$ cat config.mk
export PLATFORM = sky130hd
export DESIGN_NAME = sync_out_unit
export DESIGN_NICKNAME = d
export VERILOG_FILES = /design/src/hw/sync_pkg.sv /design/src/hw/sync_pulse_if.sv /design/src/hw/sync_out_unit.sv /design/src/hw/sync_pulse_stage.sv
export VERILOG_INCLUDE_DIRS = /design/src /design/src/hw
export SDC_FILE = /design/constraint.sdc
export NUM_CORES = 1
export LEC_CHECK = 0
export ABC_CLOCK_PERIOD_IN_PS = 17850
export BUFFER_PORTS_ARGS = -buffer_cell sky130_fd_sc_hd__buf_2
export CAP_MARGIN = 20
export CORE_UTILIZATION = 44
export CTS_CLUSTER_DIAMETER = 100
export CTS_CLUSTER_SIZE = 10
export DETAILED_ROUTE_END_ITERATION = 7
export HOLD_SLACK_MARGIN = 0.1
export PLACE_DENSITY = 0.7
export SETUP_SLACK_MARGIN = 0.02
export SYNTH_ARGS = -nofsm -noshare
export SYNTH_HDL_FRONTEND = slang
export SYNTH_HIERARCHICAL = 1
export SYNTH_SLANG_ARGS = --single-unit
$ cat constraint.sdc
create_clock -name ref_clk -period 17.85 [get_ports ref_clk]
set_clock_uncertainty 0.1 [all_clocks]
set_input_delay 0.8925 -clock ref_clk [delete_from_list [all_inputs] [get_ports ref_clk]]
set_output_delay 0.8925 -clock ref_clk [all_outputs]
set_load 0.1 [all_outputs]
$ cat src/hw/sync_params.svh
// constants of the cyclic sync pulse unit
`ifndef SYNC_PARAMS_SVH
`define SYNC_PARAMS_SVH

// register byte addresses
`define OFF_ACT        12'h981
`define OFF_LEN_LO     12'h982
`define OFF_LEN_HI     12'h983
`define OFF_ASTAT      12'h984
`define OFF_STAT_A     12'h98e
`define OFF_STAT_B     12'h98f
`define OFF_START      12'h990
`define OFF_NEXT_B     12'h998
`define OFF_CYC_A      12'h9a0
`define OFF_CYC_B      12'h9a4
`define MASK_QWORD     12'hff8
`define MASK_DWORD     12'hffc
`define HIGH_HALF_BYTE 4

// activation register bits
`define B_RUN          0
`define B_GEN_A        1
`define B_GEN_B        2
`define B_AUTO         3
`define B_EXT          4
`define B_PLAUS        5
`define B_NEAR         6
`define B_DBG          7

// reset values
`define ACT_RESET      8'h00
`define TIME_RESET     64'h0000_0000_0000_0000
`define CYC_RESET      32'h0000_0000

// timing
`define CLK_PERIOD_NS  25
`define LEN_UNIT_NS    10
`define NEAR_SHORT_MSB 31

`endif

$ cat src/hw/sync_pkg.sv
// types shared by the sync pulse unit
package sync_pkg;
    typedef enum logic [1:0] {st_idle, st_armed, st_done} unit_state_t;
    typedef logic [63:0] sys_ns_t;
    typedef logic [15:0] pulse_len_t;
endpackage

$ cat src/hw/sync_pulse_if.sv
// link between the sync scheduler and one pulse stage
`timescale 1ns/1ps
`default_nettype none
interface sync_pulse_if;
    import sync_pkg::*;
    logic       fire;
    logic       ack;
    pulse_len_t len;
    logic       pulse;
    modport ctrl  (output fire, output ack, output len, input pulse);
    modport stage (input fire, input ack, input len, output pulse);
endinterface
`default_nettype wire

$ cat src/hw/sync_out_unit.sv
// cyclic sync pulse unit with two register ports
`timescale 1ns/1ps
`default_nettype none
`include "sync_params.svh"
module sync_out_unit
    import sync_pkg::*;
#(
    parameter pulse_len_t PULSE_LEN = 16'h0064
)
(
    // clock and reset
    input  wire logic        ref_clk,
    input  wire logic        sys_rst,
    // time base and write port owner
    input  wire logic [63:0] sys_time,
    input  wire logic        frame_end,
    input  wire logic        sync_owner_host,
    // network side port
    input  wire logic [11:0] net_addr,
    input  wire logic        net_wr,
    input  wire logic        net_rd,
    input  wire logic [7:0]  net_wdata,
    output logic      [7:0]  net_rdata,
    // local host port
    input  wire logic [11:0] host_addr,
    input  wire logic        host_wr,
    input  wire logic        host_rd,
    input  wire logic [7:0]  host_wdata,
    output logic      [7:0]  host_rdata,
    // sync outputs
    output logic             sync_pulse_a,
    output logic             sync_pulse_b
);
    logic [7:0]  ctrl;
    sys_ns_t     start_time;
    sys_ns_t     next_b;
    logic [31:0] cyc_a;
    logic [31:0] cyc_b;
    logic        pend_a;
    logic        pend_b;
    logic        plaus_out;
    logic        lo_wr;
    logic        hi_wr;
    logic        b_armed;
    unit_state_t state;
    unit_state_t next_state;
    logic [7:0]  next_ctrl;
    sys_ns_t     next_start;

    sync_pulse_if ia ();
    sync_pulse_if ib ();

    // the owning port is the only write source
    wire        w_en   = sync_owner_host ? host_wr : net_wr;
    wire [11:0] w_addr = sync_owner_host ? host_addr : net_addr;
    wire [7:0]  w_data = sync_owner_host ? host_wdata : net_wdata;

    wire act_wr   = w_en && (w_addr == `OFF_ACT);
    wire start_wr = w_en && ((w_addr & `MASK_QWORD) == `OFF_START);
    wire cyca_wr  = w_en && ((w_addr & `MASK_DWORD) == `OFF_CYC_A);
    wire cycb_wr  = w_en && ((w_addr & `MASK_DWORD) == `OFF_CYC_B);
    wire hi_byte  = (w_addr[2:0] >= 3'(`HIGH_HALF_BYTE));
    wire dbg      = act_wr && w_data[`B_DBG];

    // start time completion at frame end
    wire auto_on  = ctrl[`B_AUTO];
    wire do_ext   = frame_end && lo_wr && !hi_wr && (ctrl[`B_EXT] || auto_on);
    wire auto_set = frame_end && auto_on && (lo_wr || hi_wr);
    wire [31:0] ext_hi = sys_time[63:32] + 32'(start_time[31:0] < sys_time[31:0]);
    wire sys_ns_t eff_start = do_ext ? {ext_hi, start_time[31:0]} : start_time;

    // plausibility of the start time against the near future window
    wire sys_ns_t ahead   = eff_start - sys_time;
    wire          far_half  = ahead[63];
    wire          far_short = ahead[63] || (ahead[62:`NEAR_SHORT_MSB] != '0);
    wire          out_near  = next_ctrl[`B_NEAR] ? far_short : far_half;
    wire          immediate = next_ctrl[`B_PLAUS] && out_near;

    // activation register update
    always_comb
    begin
        next_ctrl = ctrl;
        if (act_wr)
            next_ctrl = {1'b0, w_data[6:0]};
        if (auto_set)
            next_ctrl[`B_RUN] = 1'b1;
    end

    wire act_rise = next_ctrl[`B_RUN] && !ctrl[`B_RUN];
    wire running  = ctrl[`B_RUN] && (state == st_armed);
    wire sys_ns_t since_a = sys_time - start_time;
    wire sys_ns_t since_b = sys_time - next_b;
    wire reach_a  = running && !act_rise && !since_a[63];
    wire reach_b  = ctrl[`B_RUN] && b_armed && !since_b[63];
    wire single   = (cyc_a == 32'h0000_0000);

    // scheduler state
    always_comb
    begin
        case (state)
            st_idle:  next_state = act_rise ? st_armed : st_idle;
            st_armed: next_state = (reach_a && single) ? st_done : st_armed;
            st_done:  next_state = act_rise ? st_armed : st_done;
            default:  next_state = st_idle;
        endcase
        if (!next_ctrl[`B_RUN])
            next_state = st_idle;
    end

    // start time register doubles as next a pulse time
    always_comb
    begin
        next_start = start_time;
        if (reach_a && !single)
            next_start = start_time + 64'(cyc_a);
        if (do_ext)
            next_start = eff_start;
        if (act_rise)
            next_start = immediate ? sys_time : eff_start;
        if (start_wr)
            next_start[{w_addr[2:0], 3'b000} +: 8] = w_data;
    end

    always_ff @(posedge ref_clk)
    begin
        if (sys_rst)
        begin
            ctrl       <= `ACT_RESET;
            start_time <= `TIME_RESET;
            state      <= st_idle;
        end
        else
        begin
            ctrl       <= next_ctrl;
            start_time <= next_start;
            state      <= next_state;
        end
    end

    always_ff @(posedge ref_clk)
    begin
        if (sys_rst)
        begin
            cyc_a <= `CYC_RESET;
            cyc_b <= `CYC_RESET;
        end
        else
        begin
            if (cyca_wr)
                cyc_a[{w_addr[1:0], 3'b000} +: 8] <= w_data;
            if (cycb_wr)
                cyc_b[{w_addr[1:0], 3'b000} +: 8] <= w_data;
        end
    end

    // frame write tracking for the upper half fill
    always_ff @(posedge ref_clk)
    begin
        if (sys_rst)
        begin
            lo_wr <= 1'b0;
            hi_wr <= 1'b0;
        end
        else if (start_wr)
        begin
            lo_wr <= (lo_wr && !frame_end) || !hi_byte;
            hi_wr <= (hi_wr && !frame_end) || hi_byte;
        end
        else if (frame_end)
        begin
            lo_wr <= 1'b0;
            hi_wr <= 1'b0;
        end
    end

    // next b time and first pulse bookkeeping
    always_ff @(posedge ref_clk)
    begin
        if (sys_rst)
        begin
            next_b    <= `TIME_RESET;
            b_armed   <= 1'b0;
            pend_a    <= 1'b0;
            pend_b    <= 1'b0;
            plaus_out <= 1'b0;
        end
        else if (!next_ctrl[`B_RUN])
        begin
            b_armed <= 1'b0;
            pend_a  <= 1'b0;
            pend_b  <= 1'b0;
        end
        else if (act_rise)
        begin
            b_armed   <= 1'b0;
            pend_a    <= next_ctrl[`B_GEN_A];
            pend_b    <= next_ctrl[`B_GEN_B];
            plaus_out <= out_near;
        end
        else
        begin
            if (reach_a)
            begin
                next_b  <= start_time + 64'(cyc_b);
                b_armed <= 1'b1;
                pend_a  <= 1'b0;
            end
            else if (reach_b)
            begin
                b_armed <= 1'b0;
                pend_b  <= 1'b0;
            end
        end
    end

    // pulse stages, generate bits gate both cyclic and debug pulses
    assign ia.fire = ctrl[`B_GEN_A] && reach_a || dbg && w_data[`B_GEN_A];
    assign ib.fire = ctrl[`B_GEN_B] && reach_b && !reach_a || dbg && w_data[`B_GEN_B];
    assign ia.len  = PULSE_LEN;
    assign ib.len  = PULSE_LEN;
    assign ia.ack  = (net_rd && net_addr == `OFF_STAT_A) || (host_rd && host_addr == `OFF_STAT_A);
    assign ib.ack  = (net_rd && net_addr == `OFF_STAT_B) || (host_rd && host_addr == `OFF_STAT_B);
    assign sync_pulse_a = ia.pulse;
    assign sync_pulse_b = ib.pulse;

    sync_pulse_stage u_stage_a (
        .ref_clk (ref_clk),
        .sys_rst (sys_rst),
        .p       (ia.stage)
    );

    sync_pulse_stage u_stage_b (
        .ref_clk (ref_clk),
        .sys_rst (sys_rst),
        .p       (ib.stage)
    );

    // register read decode
    function automatic logic [7:0] rd_byte(input logic [11:0] a);
        logic [5:0] sh;
        sh = {a[2:0], 3'b000};
        rd_byte = 8'h00;
        if (a == `OFF_ACT)
            rd_byte = {1'b0, ctrl[6:0]};
        else if (a == `OFF_LEN_LO)
            rd_byte = PULSE_LEN[7:0];
        else if (a == `OFF_LEN_HI)
            rd_byte = PULSE_LEN[15:8];
        else if (a == `OFF_ASTAT)
            rd_byte = {5'b00000, plaus_out, pend_b, pend_a};
        else if (a == `OFF_STAT_A)
            rd_byte = {7'b0000000, sync_pulse_a};
        else if (a == `OFF_STAT_B)
            rd_byte = {7'b0000000, sync_pulse_b};
        else if ((a & `MASK_QWORD) == `OFF_START)
            rd_byte = start_time[sh +: 8];
        else if ((a & `MASK_QWORD) == `OFF_NEXT_B)
            rd_byte = next_b[sh +: 8];
        else if ((a & `MASK_DWORD) == `OFF_CYC_A)
            rd_byte = cyc_a[{a[1:0], 3'b000} +: 8];
        else if ((a & `MASK_DWORD) == `OFF_CYC_B)
            rd_byte = cyc_b[{a[1:0], 3'b000} +: 8];
    endfunction

    always_ff @(posedge ref_clk)
    begin
        if (sys_rst)
        begin
            net_rdata  <= 8'h00;
            host_rdata <= 8'h00;
        end
        else
        begin
            if (net_rd)
                net_rdata <= rd_byte(net_addr);
            if (host_rd)
                host_rdata <= rd_byte(host_addr);
        end
    end
endmodule
`default_nettype wire

$ cat src/hw/sync_pulse_stage.sv
// pulse shaper for one sync output
`timescale 1ns/1ps
`default_nettype none
`include "sync_params.svh"
module sync_pulse_stage
    import sync_pkg::*;
(
    // clock and reset
    input  wire logic    ref_clk,
    input  wire logic    sys_rst,
    // scheduler side
    sync_pulse_if.stage  p
);
    logic [20:0] remain;
    wire         ack_mode = (p.len == 16'h0000);
    wire  [20:0] load_ns  = 21'(p.len) * 21'(`LEN_UNIT_NS);
    wire         more     = (remain > 21'(`CLK_PERIOD_NS));

    always_ff @(posedge ref_clk)
    begin
        if (sys_rst)
        begin
            p.pulse <= 1'b0;
            remain  <= 21'h000000;
        end
        else if (p.fire)
        begin
            p.pulse <= 1'b1;
            remain  <= load_ns;
        end
        else if (ack_mode)
        begin
            if (p.ack)
                p.pulse <= 1'b0;
        end
        else
        begin
            if (!more)
                p.pulse <= 1'b0;
            remain <= more ? remain - 21'(`CLK_PERIOD_NS) : 21'h000000;
        end
    end
endmodule
`default_nettype wire
==> summary.md, run 1 <==
| Metric | Value |
|---|---|
| Status | completed |
| Slew at the pin closest to its max-slew limit | 1190 ps |
| Slew Viols, Final | 0 |
| Layout cell share with drive strength beyond 1 | 10.3% |
| Setup bufs post-CTS | 0 |
| Initial Util | 44.5% |
| Die Span X | 260 um |
| Clock latency on the worst-skew pair | 600 ps |
| Post_cts resized | 0 |
| Max_cap viols | 0 |
| Grt met2 use | 53.6% |
| Grt total ovfl | 0 |
| Post-route ant nets | 0 |
| Mean Syn Cell Area | 7.77 um^2 |
| Max Clk Rate | 95.2 MHz |
| Pwr Density | 60.3 mW/mm^2 |
| CP max FO | 38 |
| Clock Pin Slew Worst Setup and Hold Paths | 60 ps |
| Number of global-route vias before repair | 27.9k |
| EDFF count, synth | 0 |
| Worst Setup Start Kind | flip-flop |
| Initial DRC count | 3941 |
| FF+latch count, synth | 267 |
| Clock tree from TritonCTS | built |
| # setup viols final | 0 |
| Drt first pass iters | 6 |
| Total number of vias | 30.6k |
| Num CTS Buffers | 30 |
| Finished Cell Area | 0.0317 mm^2 |
| Met3 Usage GRT | 6.40% |
| H-tree levels | 1 |
| YS warnings | 6 |
| Worst hold slack | 372 ps |
| Slowest-stage cell, CP | dfxtp_1 |
| Ys async rst share | 0% |
| Post-DP HPWL | 93700 um |
| Slew margin rel. | 19.5% |
| Cell Rows | 94 |
| Clock root buffer | clkbuf_16 |
| Peak supply drop | 79.7 uV |
| Post-DR vias/cell | 6.48 |
| Die area | 0.0675 mm^2 |
| Mapped Cells | 3763 |
| Leak | 12.4 nW |
| Routed wire length | 121000 um |
| Initial antenna violation count | 3 |
| CTS sink cnt | 267 |
| Nets | 4296 |
| CP peak stage delay | 770 ps |
| Post-synth top flop | dfxtp_1 |
| RSZ-0062 raised after global routing | false |
| Core area | 0.0657 mm^2 |
| Drt wl/cell | 25.5 um |
| Hold Vio Cnt, Final | 0 |
| I/O pin cnt | 130 |
| GPL Wtd Cong | 1.05 |
| Post-DP Area | 0.0309 mm^2 |
| Port bufs | 129 |
| Global Route met1 Usage | 46.0% |
| Yosys cell types | 102 |
| CP most frequent cell | nand2_1 |
| Crit share post-route | 58.8% |
| Total global-route track usage | 34.8% |
| DRC Markers | 0 |
| CTS max path bufs | 3 |
| Util after Layout | 48.1% |
| Final setup TNS | 0 ps |
| Sequential area share after synthesis | 18.3% |
| Die Ht | 260 um |
| Hold_buf cts | 0 |
| Tmin final | 10500 ps |
| Largest net degree at the start of global routing | 100 |
| First-pass GRT wire length | 178000 um |
| GR peak layer | met2 |
| Worst Setup Path Type | flip-flop to flip-flop |
| Netlist Area Pre-Place | 0.0292 mm^2 |
| WP data arrival | 10840 ps |
| P&R area growth vs syn | 8.26% |
| Critical Path RT | 18190 ps |
| HP Class | flip-flop to flip-flop |
| Power, Total | 1.91 mW |
| CP endpoint kind | flip-flop |
[Yosys cell counts (22+ instances only)]
master	instances	area [um^2]
or3_1	23	144
xnor2_1	124	1090
mux2_2	27	304
dfxtp_1	267	5350
buf_1	22	82.6
a22oi_1	23	173
a21o_1	84	631
buf_2	27	135
o211ai_1	29	218
nand4_1	75	469
o21ai_0	193	966
nand3_1	75	375
a21boi_0	30	225
inv_1	255	957
ha_1	318	3980
mux2i_1	73	731
mux4_2	96	2160
a221oi_1	71	622
a21oi_1	362	1810
nand2b_1	51	319
a211oi_1	76	571
a31oi_1	42	263
nor3_1	135	676
o21a_1	26	195
o22ai_1	22	138
nor4_1	42	263
nor2_1	337	1260
and3_1	28	175
nand2_1	312	1170
xor2_1	41	359
clkbuf_1	134	503
nor2b_1	39	244
[cell families (layout without fill, tap and decap cells)]
family	count (synthesis)	after routing	synth area share (%)
AOI/OAI and AO/OA	1149	1149	25.8
xor gates and xnor gates	165	165	4.94
DFF	267	267	18.3
buffers and inverters	454	456	6.19
and+or+nand+nor	1207	1207	19.9
muxes	197	197	11.0
other	2	102	0.0257
adders and majority gates	322	322	13.9
[per-stage QoR]
stage / setup WS (ps) / cells
3_5_place_dp: 7290 / 4693
6_report: 7350 / 4729
4_1_cts: 7640 / 4726
5_1_grt: 6740 / 4728
3_3_place_gp: 7480 / 4693
2_1_floorplan: 9640 / 3861
[worst max-delay path, delay by kind of cell (launching register included)]
kind	cells	cell delay, ps
muxes	1	550
AOI/OAI and AO/OA	14	3520
xor gates and xnor gates	1	130
adders and majority gates	4	1250
and+or+nand+nor	13	4000
DFF	1	770
[routing by layer]
metal | share of wire [%] | up-vias | routed length [um]
met2 | 43 | 1687 | 52300
met4 | 6.3 | 4 | 7580
met3 | 10 | 395 | 12400
met1 | 40 | 14500 | 48300
met5 | 0.021 | - | 25
li1 | - | 14100 | -
[area by class of cell]
cell class / count / area, um^2
Fill cell: 6586 / 34100
Clock inverter: 1 / 16.3
Sequential cell: 267 / 5350
Antenna cell: 2 / 5.00
Multi-Input combinational cell: 3140 / 22500
Inverter: 257 / 965
Timing Repair Buffer: 166 / 937
Clock buffer: 32 / 768
Tap cell: 864 / 1080
[final timing paths]
check	start	endpoint	slack [ps]	depth (start not counted)
worst max-delay path	start_time[11]$_SDFF_PP0_	start_time[35]$_SDFF_PP0_	7350	33
worst min register to register	next_b[9]$_SDFFE_PP0P_	next_b[9]$_SDFFE_PP0P_	370	2
worst max register to register	start_time[11]$_SDFF_PP0_	start_time[35]$_SDFF_PP0_	7350	33
worst min-delay path	next_b[9]$_SDFFE_PP0P_	next_b[9]$_SDFFE_PP0P_	370	2
[layout by cell type (no fill, tap or decap), types with 65 or more instances in the layout]
| cell | count |
|---|---|
| a211oi_1 | 76 |
| a21o_1 | 84 |
| a21oi_1 | 361 |
| a221oi_1 | 71 |
| buf_2 | 126 |
| conb_1 | 100 |
| dfxtp_1 | 267 |
| ha_1 | 318 |
| inv_1 | 255 |
| mux2i_1 | 65 |
| mux4_2 | 96 |
| nand2_1 | 312 |
| nand3_1 | 75 |
| nand4_1 | 75 |
| nor2_1 | 336 |
| nor3_1 | 133 |
| o21ai_0 | 192 |
| xnor2_1 | 124 |
[power breakdown]
group	switching (mW)	leakage (nW)	internal (mW)	total, mW
Clock	0.267	0.385	0.299	0.566
Combinational	0.393	9.81	0.261	0.654
Sequential	0.0495	2.16	0.638	0.688
[registers in the layout (all words and copies together) (netlist names), 2 cells and up]
register	count
ctrl	7
cyc_a	32
cyc_b	32
host_rdata	8
net_rdata	8
next_b	64
start_time	64
state	2
u_stage_a/remain	21
u_stage_b/remain	21
Power figures use the tool's default switching activity.
==> inputs of run 2 (changes only) <==
ABC_CLOCK_PERIOD_IN_PS = 10860   (was 17850)
clock period = 10.86 ns   (was 17.85 ns; I/O delays follow)
==> run 2 against run 1 <==
Die area unchanged. Sequential share of layout area down 0.053 points. Fmax up 4.4%. Highest routed layer is now met4.
==> summary.md, run 2 (same netlist as run 1, synthesis figures left out) <==
| Metric | Value |
|---|---|
| Leak | 12.4 nW |
| Worst Setup Start Kind | flip-flop |
| Worst Setup Path Type | flip-flop to flip-flop |
| Max Clk Rate | 99.4 MHz |
| Core area | 0.0657 mm^2 |
| PnR worst setup slack | 799 ps |
| Post-DR vias/cell | 6.46 |
| Critical Path RT | 11200 ps |
| Die Ht | 260 um |
| Drt first pass iters | 6 |
| Reg2reg start | start_time[6]$_SDFF_PP0_ |
| Clock Pin Slew Worst Setup and Hold Paths | 60 ps |
| Clock root buffer | clkbuf_16 |
| Util after Layout | 48.3% |
| CP peak stage delay | 590 ps |
| First-pass GRT wire length | 174000 um |
| RSZ-0062 raised after global routing | false |
| Clock latency on the worst-skew pair | 610 ps |
| Die Span X | 260 um |
| Cell Rows | 94 |
| H-tree levels | 1 |
| Final setup TNS | 0 ps |
| Regs by FF count | next_b: 64 flops, start_time: 64 flops |
| HP Class | primary input to flip-flop |
| Num CTS Buffers | 30 |
| Most common cell after layout, fill and taps aside | a21oi_1 |
| Post-DP Area | 0.0309 mm^2 |
| Setup WS pre-CTS | 947 ps |
| Slew Viols, Final | 0 |
| Nets | 4308 |
| Peak supply drop | 119 uV |
| CTS max path bufs | 3 |
| Final std cells w/o fill | 4747 |
| WP data arrival | 10400 ps |
| Crit share post-route | 92.6% |
| Tmin final | 10060 ps |
| Hold_buf cts | 0 |
| Setup bufs post-CTS | 0 |
| Post-DP HPWL | 91900 um |
| Post-route ant nets | 0 |
| Commonest cells after routing, fill and taps aside | a21oi_1, nor2_1, ha_1 |
| Hold path start | sys_time[2] |
| Routed wire length | 119000 um |
| CTS sink cnt | 267 |
| I/O pin cnt | 130 |
| Largest net degree at the start of global routing | 108 |
| Layout cell share with drive strength beyond 1 | 10.6% |
| Drt wl/cell | 25.1 um |
| # setup viols final | 0 |
| Clock tree from TritonCTS | built |
| Slew margin rel. | 24.2% |
| Pwr Density | 98.5 mW/mm^2 |
| Placed insts | 4702 |
| Status | completed |
| Max_cap viols | 0 |
| Post_cts resized | 0 |
| Slew at the pin closest to its max-slew limit | 1130 ps |
| P&R area growth vs syn | 8.60% |
| Number of global-route vias before repair | 27.7k |
| Hold Vio Cnt, Final | 0 |
| Grt total ovfl | 0 |
| CP max FO | 14 |
| Power, Total | 3.13 mW |
| Total number of vias | 30.7k |
| CP endpoint kind | flip-flop |
| Initial DRC count | 3666 |
| Total global-route track usage | 34.1% |
| Initial Util | 44.5% |
| Die area | 0.0675 mm^2 |
| Initial antenna violation count | 8 |
| CP Launch Point | start_time[6]$_SDFF_PP0_ |
| GPL Wtd Cong | 1.04 |
| DRC Markers | 0 |
| Port bufs | 129 |
| Worst hold slack | 216 ps |
| Slowest-stage cell, CP | a221oi_1 |
| Finished Cell Area | 0.0318 mm^2 |
-- run 2: power breakdown --
group / switching [mW] / total (mW) / leakage, nW / internal [mW]
clock: 0.435 / 0.930 / 0.386 / 0.495
sequential: 0.0830 / 1.13 / 2.16 / 1.05
combinational: 0.637 / 1.07 / 9.88 / 0.429
total: 1.15 / 3.13 / 12.4 / 1.97
-- run 2: layout make-up --
type	instances	area, um^2
Tap cell	864	1080
Clock buffer	31	776
Timing Repair Buffer	178	1030
Clock inverter	1	5.00
Sequential cell	267	5350
Multi-Input combinational cell	3140	22500
Fill cell	6465	34000
Antenna cell	9	22.5
Inverter	257	965
-- run 2: routing by layer --
| layer | vias up | routed length (um) | global-route usage [%] |
|---|---|---|---|
| met3 | 445 | 13200 | 7.70 |
| li1 | 14100 | - | - |
| met4 | 0 | 8750 | 21.1 |
| met5 | - | 0 | 0 |
| met2 | 1783 | 51100 | 51.7 |
| met1 | 14300 | 46100 | 43.7 |
-- run 2: worst paths after layout --
| path | end | slack, ps | cells past startpoint |
|---|---|---|---|
| max | start_time[33]$_SDFF_PP0_ | 800 | 33 |
| min | start_time[2]$_SDFF_PP0_ | 220 | 3 |
| max reg2reg | start_time[33]$_SDFF_PP0_ | 800 | 33 |
| min reg2reg | net_rdata[2]$_SDFFE_PP0P_ | 370 | 2 |
-- run 2: critical path, delay by kind of cell (launching register included) --
family                   cells  cell delay [ps]
flip-flops                   1              560
AND/OR/NAND/NOR             14             3940
adder cells (fa/ha/maj)      3             1000
XOR/XNOR                     1               90
multiplexers                 1              280
AO/OA/AOI/OAI               12             3560
buffers and inverters        2              370
